[config.mk]
export PLATFORM = sky130hd
export DESIGN_NAME = shift_rotate_unit
export DESIGN_NICKNAME = d
export VERILOG_FILES = /design/src/shift_rotate_pkg.sv /design/src/shift_flag_gen.sv /design/src/shift_rotate_unit.sv
export SDC_FILE = /design/constraint.sdc
export NUM_CORES = 1
export LEC_CHECK = 0
export ABC_AREA = 1
export BUFFER_PORTS_ARGS = -buffer_cell sky130_fd_sc_hd__buf_2
export CAP_MARGIN = 25
export CORE_ASPECT_RATIO = 1.5
export CORE_MARGIN = 5
export CORE_UTILIZATION = 25
export DETAILED_ROUTE_END_ITERATION = 10
export GPL_TIMING_DRIVEN = 0
export HOLD_SLACK_MARGIN = 0.08
export PLACE_DENSITY = 0.54
export SLEW_MARGIN = 10
export SYNTH_ARGS = -nofsm -noshare
export SYNTH_HDL_FRONTEND = slang
export SYNTH_SLANG_ARGS = --single-unit
[constraint.sdc]
create_clock -name clk -period 3.5 [get_ports clk]
set_clock_uncertainty 0.1 [all_clocks]
set_input_delay 0.7 -clock clk [delete_from_list [all_inputs] [get_ports clk]]
set_output_delay 0.7 -clock clk [all_outputs]
set_load 0.01 [all_outputs]
[src/shift_rotate_pkg.sv]
// shift_rotate_pkg: opcode fields, widths and flag positions for the shift/rotate slice
// assumes the decoder hands over the 16-bit instruction word and a fetched operand
package shift_rotate_pkg;
  localparam int WORD_W = 16;
  localparam int OPC_W = 10;
  localparam int BYTE_SEL_BIT = 9;
  localparam int WORD_TOP = 15;
  localparam int BYTE_TOP = 7;
  localparam logic [8:0] OPC_ROTATE_RIGHT = 9'h030;
  localparam logic [8:0] OPC_ROTATE_LEFT = 9'h031;
  localparam logic [8:0] OPC_SHIFT_LEFT = 9'h033;
  localparam int CC_C = 0;
  localparam int CC_V = 1;
  localparam int CC_Z = 2;
  localparam int CC_N = 3;
  localparam logic [15:0] WORD_ZERO = 16'h0000;
  localparam logic [3:0] CC_RESET = 4'h0;
  typedef enum logic [1:0] {OP_NONE, OP_SHL, OP_ROR, OP_ROL} shift_op_t;
endpackage

[src/shift_flag_gen.sv]
// shift_flag_gen: condition codes for one shift/rotate result
// assumes result and carry-out are already formed by the caller
module shift_flag_gen
  import shift_rotate_pkg::*;
(
  input wire logic [WORD_W-1:0] result,
  input wire logic carry_out,
  input wire logic byte_mode,
  output logic [3:0] flags
);
  wire logic neg_bit = byte_mode ? result[BYTE_TOP] : result[WORD_TOP];
  wire logic zero_bit = byte_mode ? (result[BYTE_TOP:0] == WORD_ZERO[BYTE_TOP:0])
    : (result == WORD_ZERO);
  assign flags[CC_N] = neg_bit;
  assign flags[CC_Z] = zero_bit;
  assign flags[CC_V] = neg_bit ^ carry_out;
  assign flags[CC_C] = carry_out;
endmodule // shift_flag_gen

[src/shift_rotate_unit.sv]
// shift_rotate_unit: one-cycle shift left and rotate left/right datapath with condition codes
// assumes instr/operand/psw_c are valid when start is high; results register on the next edge
//
// Contract
// - shift left moves bits up one place; bit 0 of result becomes zero.
// - shift left loads carry from the operand's old top bit.
// - shift left is signed doubling; overflow flags a doubled value that no longer fits.
// - after any operation overflow equals new negative xor new carry.
// - negative copies result top bit (bit 7 for bytes); zero set only when the result, or its low byte for bytes, is all zeros.
// - rotate right moves bits down, old carry enters top, old bit 0 to carry.
// - rotate right carry takes the operand's old least significant bit.
// - rotate right overflow uses negative and carry after the rotation.
// - rotate left moves bits up, old top bit to carry, old carry enters bit 0.
// - rotate left zero set only when every rotated bit is zero.
module shift_rotate_unit
  import shift_rotate_pkg::*;
(
  input wire logic clk,
  input wire logic srst,
  input wire logic start,
  input wire logic [WORD_W-1:0] instr,
  input wire logic [WORD_W-1:0] operand,
  input wire logic psw_c,
  output logic done,
  output logic illegal,
  output logic [WORD_W-1:0] result,
  output logic [3:0] cc
);
  import shift_rotate_pkg::*;

  logic done_r;
  logic illegal_r;
  logic [WORD_W-1:0] result_r;
  logic [3:0] cc_r;
  logic [3:0] flags_nxt;

  wire logic byte_mode = instr[WORD_TOP];
  wire logic [8:0] opc_low = instr[BYTE_SEL_BIT+5:6];
  wire shift_op_t op = (opc_low == OPC_SHIFT_LEFT) ? OP_SHL
    : (opc_low == OPC_ROTATE_RIGHT) ? OP_ROR
    : (opc_low == OPC_ROTATE_LEFT) ? OP_ROL : OP_NONE;
  wire logic top_old = byte_mode ? operand[BYTE_TOP] : operand[WORD_TOP];

  // byte forms leave the high byte of the destination untouched
  wire logic [WORD_W-1:0] shl_w = {operand[WORD_TOP-1:0], 1'b0};
  wire logic [WORD_W-1:0] shl_b = {operand[WORD_TOP:BYTE_TOP+1], operand[BYTE_TOP-1:0], 1'b0};
  wire logic [WORD_W-1:0] ror_w = {psw_c, operand[WORD_TOP:1]};
  wire logic [WORD_W-1:0] ror_b = {operand[WORD_TOP:BYTE_TOP+1], psw_c, operand[BYTE_TOP:1]};
  wire logic [WORD_W-1:0] rol_w = {operand[WORD_TOP-1:0], psw_c};
  wire logic [WORD_W-1:0] rol_b = {operand[WORD_TOP:BYTE_TOP+1], operand[BYTE_TOP-1:0], psw_c};

  logic [WORD_W-1:0] res_nxt;
  logic carry_nxt;
  always_comb
  begin
    res_nxt = operand;
    carry_nxt = psw_c;
    unique case (op)
      OP_SHL:
      begin
        res_nxt = byte_mode ? shl_b : shl_w;
        carry_nxt = top_old;
      end
      OP_ROR:
      begin
        res_nxt = byte_mode ? ror_b : ror_w;
        carry_nxt = operand[0];
      end
      OP_ROL:
      begin
        res_nxt = byte_mode ? rol_b : rol_w;
        carry_nxt = top_old;
      end
      OP_NONE:
      begin
        res_nxt = operand;
        carry_nxt = psw_c;
      end
    endcase
  end

  shift_flag_gen u_flags (
    .result(res_nxt),
    .carry_out(carry_nxt),
    .byte_mode(byte_mode),
    .flags(flags_nxt)
  );

  // an unknown opcode raises illegal and keeps result and flags unchanged
  always_ff @(posedge clk)
  begin
    if (srst)
    begin
      done_r <= 1'b0;
      illegal_r <= 1'b0;
      result_r <= WORD_ZERO;
      cc_r <= CC_RESET;
    end
    else
    begin
      done_r <= start && (op != OP_NONE);
      illegal_r <= start && (op == OP_NONE);
      if (start && (op != OP_NONE))
      begin
        result_r <= res_nxt;
        cc_r <= flags_nxt;
      end
    end
  end

  assign done = done_r;
  assign illegal = illegal_r;
  assign result = result_r;
  assign cc = cc_r;

  // checks
  logic past_valid_r;
  always_ff @(posedge clk)
  begin
    if (srst)
      past_valid_r <= 1'b0;
    else
      past_valid_r <= 1'b1;
  end

  property p_shl_low_zero;
    @(posedge clk) disable iff (srst) start && op == OP_SHL |=> result[0] == 1'b0;
  endproperty
  a_shl_low_zero: assert property (p_shl_low_zero) else $error("shift left bit 0 not zero");

  property p_shl_carry;
    @(posedge clk) disable iff (srst)
      start && op == OP_SHL && !byte_mode |=> cc[CC_C] == $past(operand[WORD_TOP]);
  endproperty
  a_shl_carry: assert property (p_shl_carry) else $error("shift left carry wrong");

  property p_shl_ovf;
    @(posedge clk) disable iff (srst)
      start && op == OP_SHL && !byte_mode |=> cc[CC_V] == ($past(operand[WORD_TOP]) ^ $past(operand[WORD_TOP-1]));
  endproperty
  a_shl_ovf: assert property (p_shl_ovf) else $error("shift left overflow wrong");

  property p_v_xor;
    @(posedge clk) disable iff (srst) done |-> cc[CC_V] == (cc[CC_N] ^ cc[CC_C]);
  endproperty
  a_v_xor: assert property (p_v_xor) else $error("overflow not n xor c");

  property p_nz_word;
    @(posedge clk) disable iff (srst)
      done && !$past(byte_mode) |-> cc[CC_N] == result[WORD_TOP] && cc[CC_Z] == (result == WORD_ZERO);
  endproperty
  a_nz_word: assert property (p_nz_word) else $error("word n or z wrong");

  property p_ror_word;
    @(posedge clk) disable iff (srst)
      start && op == OP_ROR && !byte_mode |=> result[WORD_TOP] == $past(psw_c) && cc[CC_C] == $past(operand[0]);
  endproperty
  a_ror_word: assert property (p_ror_word) else $error("rotate right wrong");

  property p_rol_word;
    @(posedge clk) disable iff (srst)
      start && op == OP_ROL && !byte_mode |=> result[0] == $past(psw_c) && cc[CC_C] == $past(operand[WORD_TOP]);
  endproperty
  a_rol_word: assert property (p_rol_word) else $error("rotate left wrong");

  property p_byte_top;
    @(posedge clk) disable iff (srst)
      start && byte_mode && op != OP_NONE |=> cc[CC_N] == result[BYTE_TOP]
        && result[WORD_TOP:BYTE_TOP+1] == $past(operand[WORD_TOP:BYTE_TOP+1]);
  endproperty
  a_byte_top: assert property (p_byte_top) else $error("byte form wrong");

  property p_done_pulse;
    @(posedge clk) disable iff (srst) past_valid_r && !$past(start) |-> !done;
  endproperty
  a_done_pulse: assert property (p_done_pulse) else $error("done without start");

  // byte shift left and rotate left take their carry from bit 7, byte rotate right from bit 0, never from bit 15
  property p_shl_byte_carry;
    @(posedge clk) disable iff (srst)
      start && op == OP_SHL && byte_mode |=> cc[CC_C] == $past(operand[BYTE_TOP]) && result[0] == 1'b0;
  endproperty
  a_shl_byte_carry: assert property (p_shl_byte_carry) else $error("byte shift left carry wrong");

  property p_ror_byte;
    @(posedge clk) disable iff (srst)
      start && op == OP_ROR && byte_mode |=> result[BYTE_TOP] == $past(psw_c) && cc[CC_C] == $past(operand[0]);
  endproperty
  a_ror_byte: assert property (p_ror_byte) else $error("byte rotate right wrong");

  property p_rol_byte;
    @(posedge clk) disable iff (srst)
      start && op == OP_ROL && byte_mode |=> result[0] == $past(psw_c) && cc[CC_C] == $past(operand[BYTE_TOP]);
  endproperty
  a_rol_byte: assert property (p_rol_byte) else $error("byte rotate left wrong");

  property p_z_byte;
    @(posedge clk) disable iff (srst)
      done && $past(byte_mode) |-> cc[CC_Z] == (result[BYTE_TOP:0] == WORD_ZERO[BYTE_TOP:0]);
  endproperty
  a_z_byte: assert property (p_z_byte) else $error("byte zero flag wrong");

  // a refused opcode must leave the visible state alone
  property p_illegal_hold;
    @(posedge clk) disable iff (srst) past_valid_r && illegal |-> $stable(result) && $stable(cc);
  endproperty
  a_illegal_hold: assert property (p_illegal_hold) else $error("illegal opcode changed state");

  property p_done_excl;
    @(posedge clk) disable iff (srst) !(done && illegal);
  endproperty
  a_done_excl: assert property (p_done_excl) else $error("done and illegal together");

  c_shl: cover property (@(posedge clk) disable iff (srst) start && op == OP_SHL ##1 cc[CC_V]);
  c_ror_byte: cover property (@(posedge clk) disable iff (srst) start && op == OP_ROR && byte_mode);
  c_rol_zero: cover property (@(posedge clk) disable iff (srst) start && op == OP_ROL ##1 cc[CC_Z]);
  c_illegal: cover property (@(posedge clk) disable iff (srst) illegal);
endmodule // shift_rotate_unit

# After elaboration in Yosys (flattened, before gate mapping)
# Index checks and enable logic that the tools add are counted.
[totals]
regBits = 22
out_inout_bits = 22
word_cells = 29
[classes]
bitwise = 1
n_mux = 11
reduce_logical = 7
eq_ne = 6
[op_table]
columns = ["cell", "count"]
rows = [
  ["$pmux 16 s4", 1],
  ["$mux 16", 3],
  ["$eq 9x6->1 const B", 3],
  ["$logic_not 16->1", 1],
  ["$logic_not 8->1", 1],
  ["$mux 2", 3],
  ["$eq 2x2->1 const B", 2],
  ["$mux 1", 3],
  ["$pmux 1 s3", 1],
  ["$eq 2x1->1 const B", 1],
  ["$logic_and 1x1->1", 2],
  ["$logic_not 2->1", 1],
  ["$reduce_bool 2->1", 1],
  ["$reduce_or 2->1", 1],
  ["$xor 1x1->1", 1],
]

# Depth between registers and ports, before layout
[logic_depth]
depth_word = 8
mapped_depth = 15

# Hierarchy
# Synthesis repeated with hierarchy kept, for this count alone.
[hier_totals]
hier_cells = 278
hier_area_um2 = 1619.1
[modules_own_cells]
columns = ["module", "area_per_inst_um2", "cells_each", "instances", "seq_area_each_um2"]
rows = [
  ["shift_rotate_unit", 1516.5, 257, 1, 440.4],
  ["shift_flag_gen", 102.6, 21, 1, 0.0],
]

# Worst setup path before layout
# Ideal clock, no wire load.
[synth_path]
path_type = "input to register"
start = "input port instr[9]"
end = "register cc_r[1], in the netlist cc[1]"
arrival_time_ns = 1.777
t_required_ns = 3.280
cell_stages = 10
setup_slack_ns = 1.503
cell_sequence = "nor2_2 -> nand2_2 -> nor2_4 -> nand2_1 -> nand2_2 -> a21oi_1 -> a21oi_1 -> nor2_1 -> a21oi_1 -> a21oi_1"
[synth_between]
elab_chain_cells = 8
[synth_lines]
columns = ["element", "line_no", "source"]
rows = [
  ["start: declaration", "shift_rotate_unit.sv:21", "input wire logic [WORD_W-1:0] instr,"],
  ["$eq 9x6->1", "shift_rotate_unit.sv:41", ": (opc_low == OPC_ROTATE_LEFT) ? OP_ROL : OP_NONE;"],
  ["$mux 2", "shift_rotate_unit.sv:41", ""],
  ["$mux 2", "shift_rotate_unit.sv:40", ": (opc_low == OPC_ROTATE_RIGHT) ? OP_ROR"],
  ["$mux 2 (*)", "shift_rotate_unit.sv:39", "wire shift_op_t op = (opc_low == OPC_SHIFT_LEFT) ? OP_SHL"],
  ["$eq 2x2->1 (tied with other cells)", "shift_rotate_unit.sv:58", "unique case (op)"],
  ["$pmux 16 s4 or $reduce_or 2->1 (tied branches)", "-", ""],
  ["$mux 1 or $pmux 1 s3 (tied branches)", "shift_flag_gen.sv:11, shift_rotate_unit.sv:58", ""],
  ["$xor 1x1->1", "shift_flag_gen.sv:16", "assign flags[CC_V] = neg_bit ^ carry_out;"],
  ["end signal: assignment", "shift_rotate_unit.sv:106", "cc_r <= flags_nxt;"],
  ["end: declaration", "shift_rotate_unit.sv:34", "logic [3:0] cc_r;"],
]
# Mark *: on every way between the ends. The rest lies on a longest branch, timed or not.
# A chain may end at the register's enable or synchronous reset.

# Final worst setup path
# Ends and elaborated chain as after synthesis.

==> results.rst <==
.. list-table::
   :header-rows: 1

   * - Metric
     - Value
   * - Status
     - completed
   * - Cell Area, Placed
     - 2000 um^2
   * - Total via count after detailed routing
     - 1899
   * - Number of instances resized during post-cts repair
     - 0
   * - Clock buffer count from CTS
     - 3
   * - I/O pin total
     - 58
   * - Final hold viol count
     - 0
   * - ANT cells
     - 0
   * - Unique masters post-synth
     - 26
   * - Crit Path Max Fanout
     - 10
   * - Syn-to-layout area delta
     - 24.6%
   * - Dominant cell type by area after synthesis
     - sky130_fd_sc_hd__dfxtp_1
   * - Initial Util
     - 25.5%
   * - Critical path's largest stage delay
     - 270 ps
   * - Hold-fix buffers at CTS
     - 0
   * - Clock transition at the register clock pins on the worst setup and hold paths after CTS
     - 80 ps
   * - Setup ws final
     - 1280 ps
   * - Synthesized-area fraction occupied by adder cells
     - 0%
   * - Register area
     - 440 um^2
   * - Post-synthesis share of cell area spent on and, or, nand and nor gates
     - 49.7%
   * - Floorplan core area
     - 6440 um^2
   * - Most common cell after layout, fill and taps aside
     - sky130_fd_sc_hd__nor2_1
   * - Ys Warns
     - 0
   * - Class of the tightest hold or removal check
     - reg2reg
   * - Post-synthesis cell count
     - 273
   * - Sequential share of the synthesized area
     - 26.8%
   * - Final non-filler cell area
     - 2050 um^2
   * - Synth Cell Area
     - 1650 um^2
   * - Area contributors post-synth
     - sky130_fd_sc_hd__dfxtp_1 (27%), sky130_fd_sc_hd__nor2_1 (16%), sky130_fd_sc_hd__nand3_1 (11%)
   * - Leakage power figure
     - 1.12 nW
   * - Fin nets
     - 365
   * - Final GP Congestion
     - 0.841
   * - Final number of setup-violating endpoints
     - 0
   * - Tightest slew margin relative to the limit
     - 70.7%
   * - Share of layout cells above drive strength 1
     - 27.4%
   * - Clock Tree Buf Depth
     - 2
   * - Utilization after layout
     - 31.8%
   * - Number of violations of the max-capacitance limit
     - 0
   * - Setup total negative slack
     - 0 ps
   * - Number of standard-cell rows in the floorplan
     - 36
   * - Area enclosed by the die boundary
     - 8340 um^2
   * - CTS sink count
     - 22
   * - Final worst path period need
     - 2220 ps
   * - Average via count per standard cell
     - 4.70
   * - Die Y-Extent
     - 109 um
   * - Post-route fraction of the period consumed by the critical path
     - 63.4%
   * - Dpl hpwl
     - 4200 um
   * - Clock Latency Late Sink
     - 260 ps
   * - Arrival time at the worst endpoint
     - 2270 ps
   * - Initial antenna violation count
     - 0
   * - Top library cells by usage in the layout, fill and taps aside
     - sky130_fd_sc_hd__nor2_1 (68), sky130_fd_sc_hd__buf_2 (55), sky130_fd_sc_hd__nand2_1 (43)
   * - Number of slew-limit violations in the final report
     - 0
   * - Type of destination of the critical path
     - flop
   * - Mean Syn Cell Area
     - 6.03 um^2
   * - Flop and latch count out of synthesis
     - 22
   * - Standard cell with the maximum stage delay on the critical path
     - sky130_fd_sc_hd__nor2_4
   * - Drt first pass iters
     - 4
   * - WL/cell
     - 12.6 um
   * - Overall Global Routing Usage
     - 12.0%
   * - Dpl ws
     - 1020 ps
   * - Achievable clock frequency
     - 451 MHz
   * - Dominant combinational cell family by area after synthesis
     - simple AND/OR/NAND/NOR gates
   * - Setup repair after global routing missed its margin
     - false
   * - Overall routed net length
     - 5080 um
   * - Count of routing violations after the opening detailed-route iteration
     - 106
   * - Mux cell area share after synthesis
     - 0%
   * - Total DRC errors in the routed layout
     - 0
   * - # port buffers
     - 51
   * - Remaining antenna violation count
     - 0
   * - Vias in the first global route
     - 1834
   * - Transition time at the pin with the least slew margin
     - 438 ps
   * - Startpoint types
     - input pin
   * - Net count after synthesis
     - 309
   * - Critical path type
     - in2reg
   * - Setup Buffers After CTS
     - 0
   * - TritonCTS clock tree
     - yes
   * - Global-route wire length before repair
     - 8360 um
   * - Pin count of the biggest net entering global routing
     - 13
   * - Worst VDD drop
     - 0.000139 V
   * - Most common cell on crit path
     - sky130_fd_sc_hd__a21oi_1
   * - Master cell of the clock root buffer
     - sky130_fd_sc_hd__clkbuf_8
   * - Cell-by-cell listing of the critical path
     - buf_2, nor2_2, nand2_2, nor2_4, nand2_1, nand2_2, a21oi_1, a21oi_1, nor2_1, a21oi_1, a21oi_1
   * - Level count of the clock H-tree
     - 1
   * - Horizontal die dimension
     - 76.2 um
   * - Synth top area share
     - 26.8%
   * - Parity-gate share of the synthesized area counting xor and xnor cells
     - 0%
   * - WP data required
     - 3560 ps
   * - Area of the multi-input gates
     - 1020 um^2
   * - Fill count
     - 739
   * - Pwr per Cell Area
     - 258 nW/um^2
   * - Gr ovfl total
     - 0
   * - Synthesized-area fraction occupied by ao, oa, aoi and oai cells
     - 12.4%
## worst max-delay path, delay by kind of cell
kind / cells / cell delay, ps
buf+inv: 1 / 110
compound gates: 4 / 490
simple gates: 6 / 960
## final cells by class
class | instances | share of cell area, %
Clock buffer | 4 | 2.68
Tap cell | 76 | 4.64
Inverter | 31 | 5.74
Timing Repair Buffer | 51 | 12.4
Sequential cell | 22 | 21.5
Buffer | 9 | 3.17
Multi-Input combinational cell | 211 | 49.8
## layer usage
layer | global-route usage (%) | vias up | part of all wire (%)
li1 | - | 994 | -
met1 | 13.7 | 857 | 42
met2 | 23.2 | 44 | 53
met3 | 1.72 | 4 | 4.2
met4 | 3.00 | 0 | 0.81
met5 | 0 | - | 0
## cell usage after synthesis
| master | number |
|---|---|
| sky130_fd_sc_hd__nor2_1 | 68 |
| sky130_fd_sc_hd__nand2_1 | 43 |
| sky130_fd_sc_hd__nand3_1 | 36 |
| sky130_fd_sc_hd__inv_1 | 27 |
| sky130_fd_sc_hd__dfxtp_1 | 22 |
| sky130_fd_sc_hd__o21ai_0 | 11 |
| sky130_fd_sc_hd__a21oi_1 | 10 |
| sky130_fd_sc_hd__o211ai_1 | 8 |
| sky130_fd_sc_hd__nand3_2 | 7 |
| sky130_fd_sc_hd__nand2_2 | 6 |
| sky130_fd_sc_hd__nor3_1 | 6 |
| sky130_fd_sc_hd__nor2_2 | 5 |
| sky130_fd_sc_hd__buf_2 | 4 |
| sky130_fd_sc_hd__buf_6 | 3 |
| sky130_fd_sc_hd__inv_2 | 3 |
| sky130_fd_sc_hd__a21oi_2 | 2 |
| sky130_fd_sc_hd__nand4_1 | 2 |
| sky130_fd_sc_hd__nor2_4 | 2 |
| sky130_fd_sc_hd__buf_1 | 1 |
| sky130_fd_sc_hd__buf_4 | 1 |
| sky130_fd_sc_hd__clkinv_2 | 1 |
| sky130_fd_sc_hd__nand2_4 | 1 |
| sky130_fd_sc_hd__o211a_1 | 1 |
| sky130_fd_sc_hd__o21ai_1 | 1 |
| sky130_fd_sc_hd__o22ai_1 | 1 |
| sky130_fd_sc_hd__or2_1 | 1 |
## cells by family (layout without fill, tap and decap cells)
| group | count (synthesis) | after routing |
|---|---|---|
| buffers and inverters | 40 | 95 |
| AND/OR/NAND/NOR | 177 | 177 |
| AO/OA/AOI/OAI | 34 | 34 |
| flip-flops | 22 | 22 |
## metrics by stage
step	instances	hold WS (ps)	total power, mW
after floorplan	273	393	0.313
after global placement	400	368	0.353
after detailed placement	400	370	0.354
after CTS	404	382	0.536
after global routing	404	412	0.556
final	404	377	0.529
## state kept, by name (all words and copies together) (netlist names)
signal / cells
cc: 4
done: 1
illegal: 1
result: 16
## final timing paths
kind	startpoint	end	slack [ps]	cells past startpoint
max	instr[9]	cc[1]	1280	11
min	cc[2]	cc[2]	380	2
max reg2reg	result[7]	result[7]	2650	3
min reg2reg	cc[2]	cc[2]	380	2
## power breakdown
group          internal [mW]  switching [mW]
Sequential             0.251        0.000673
Combinational         0.0346          0.0606
Clock                  0.100          0.0811
Total                  0.386           0.142
Power figures use the tool's default switching activity.
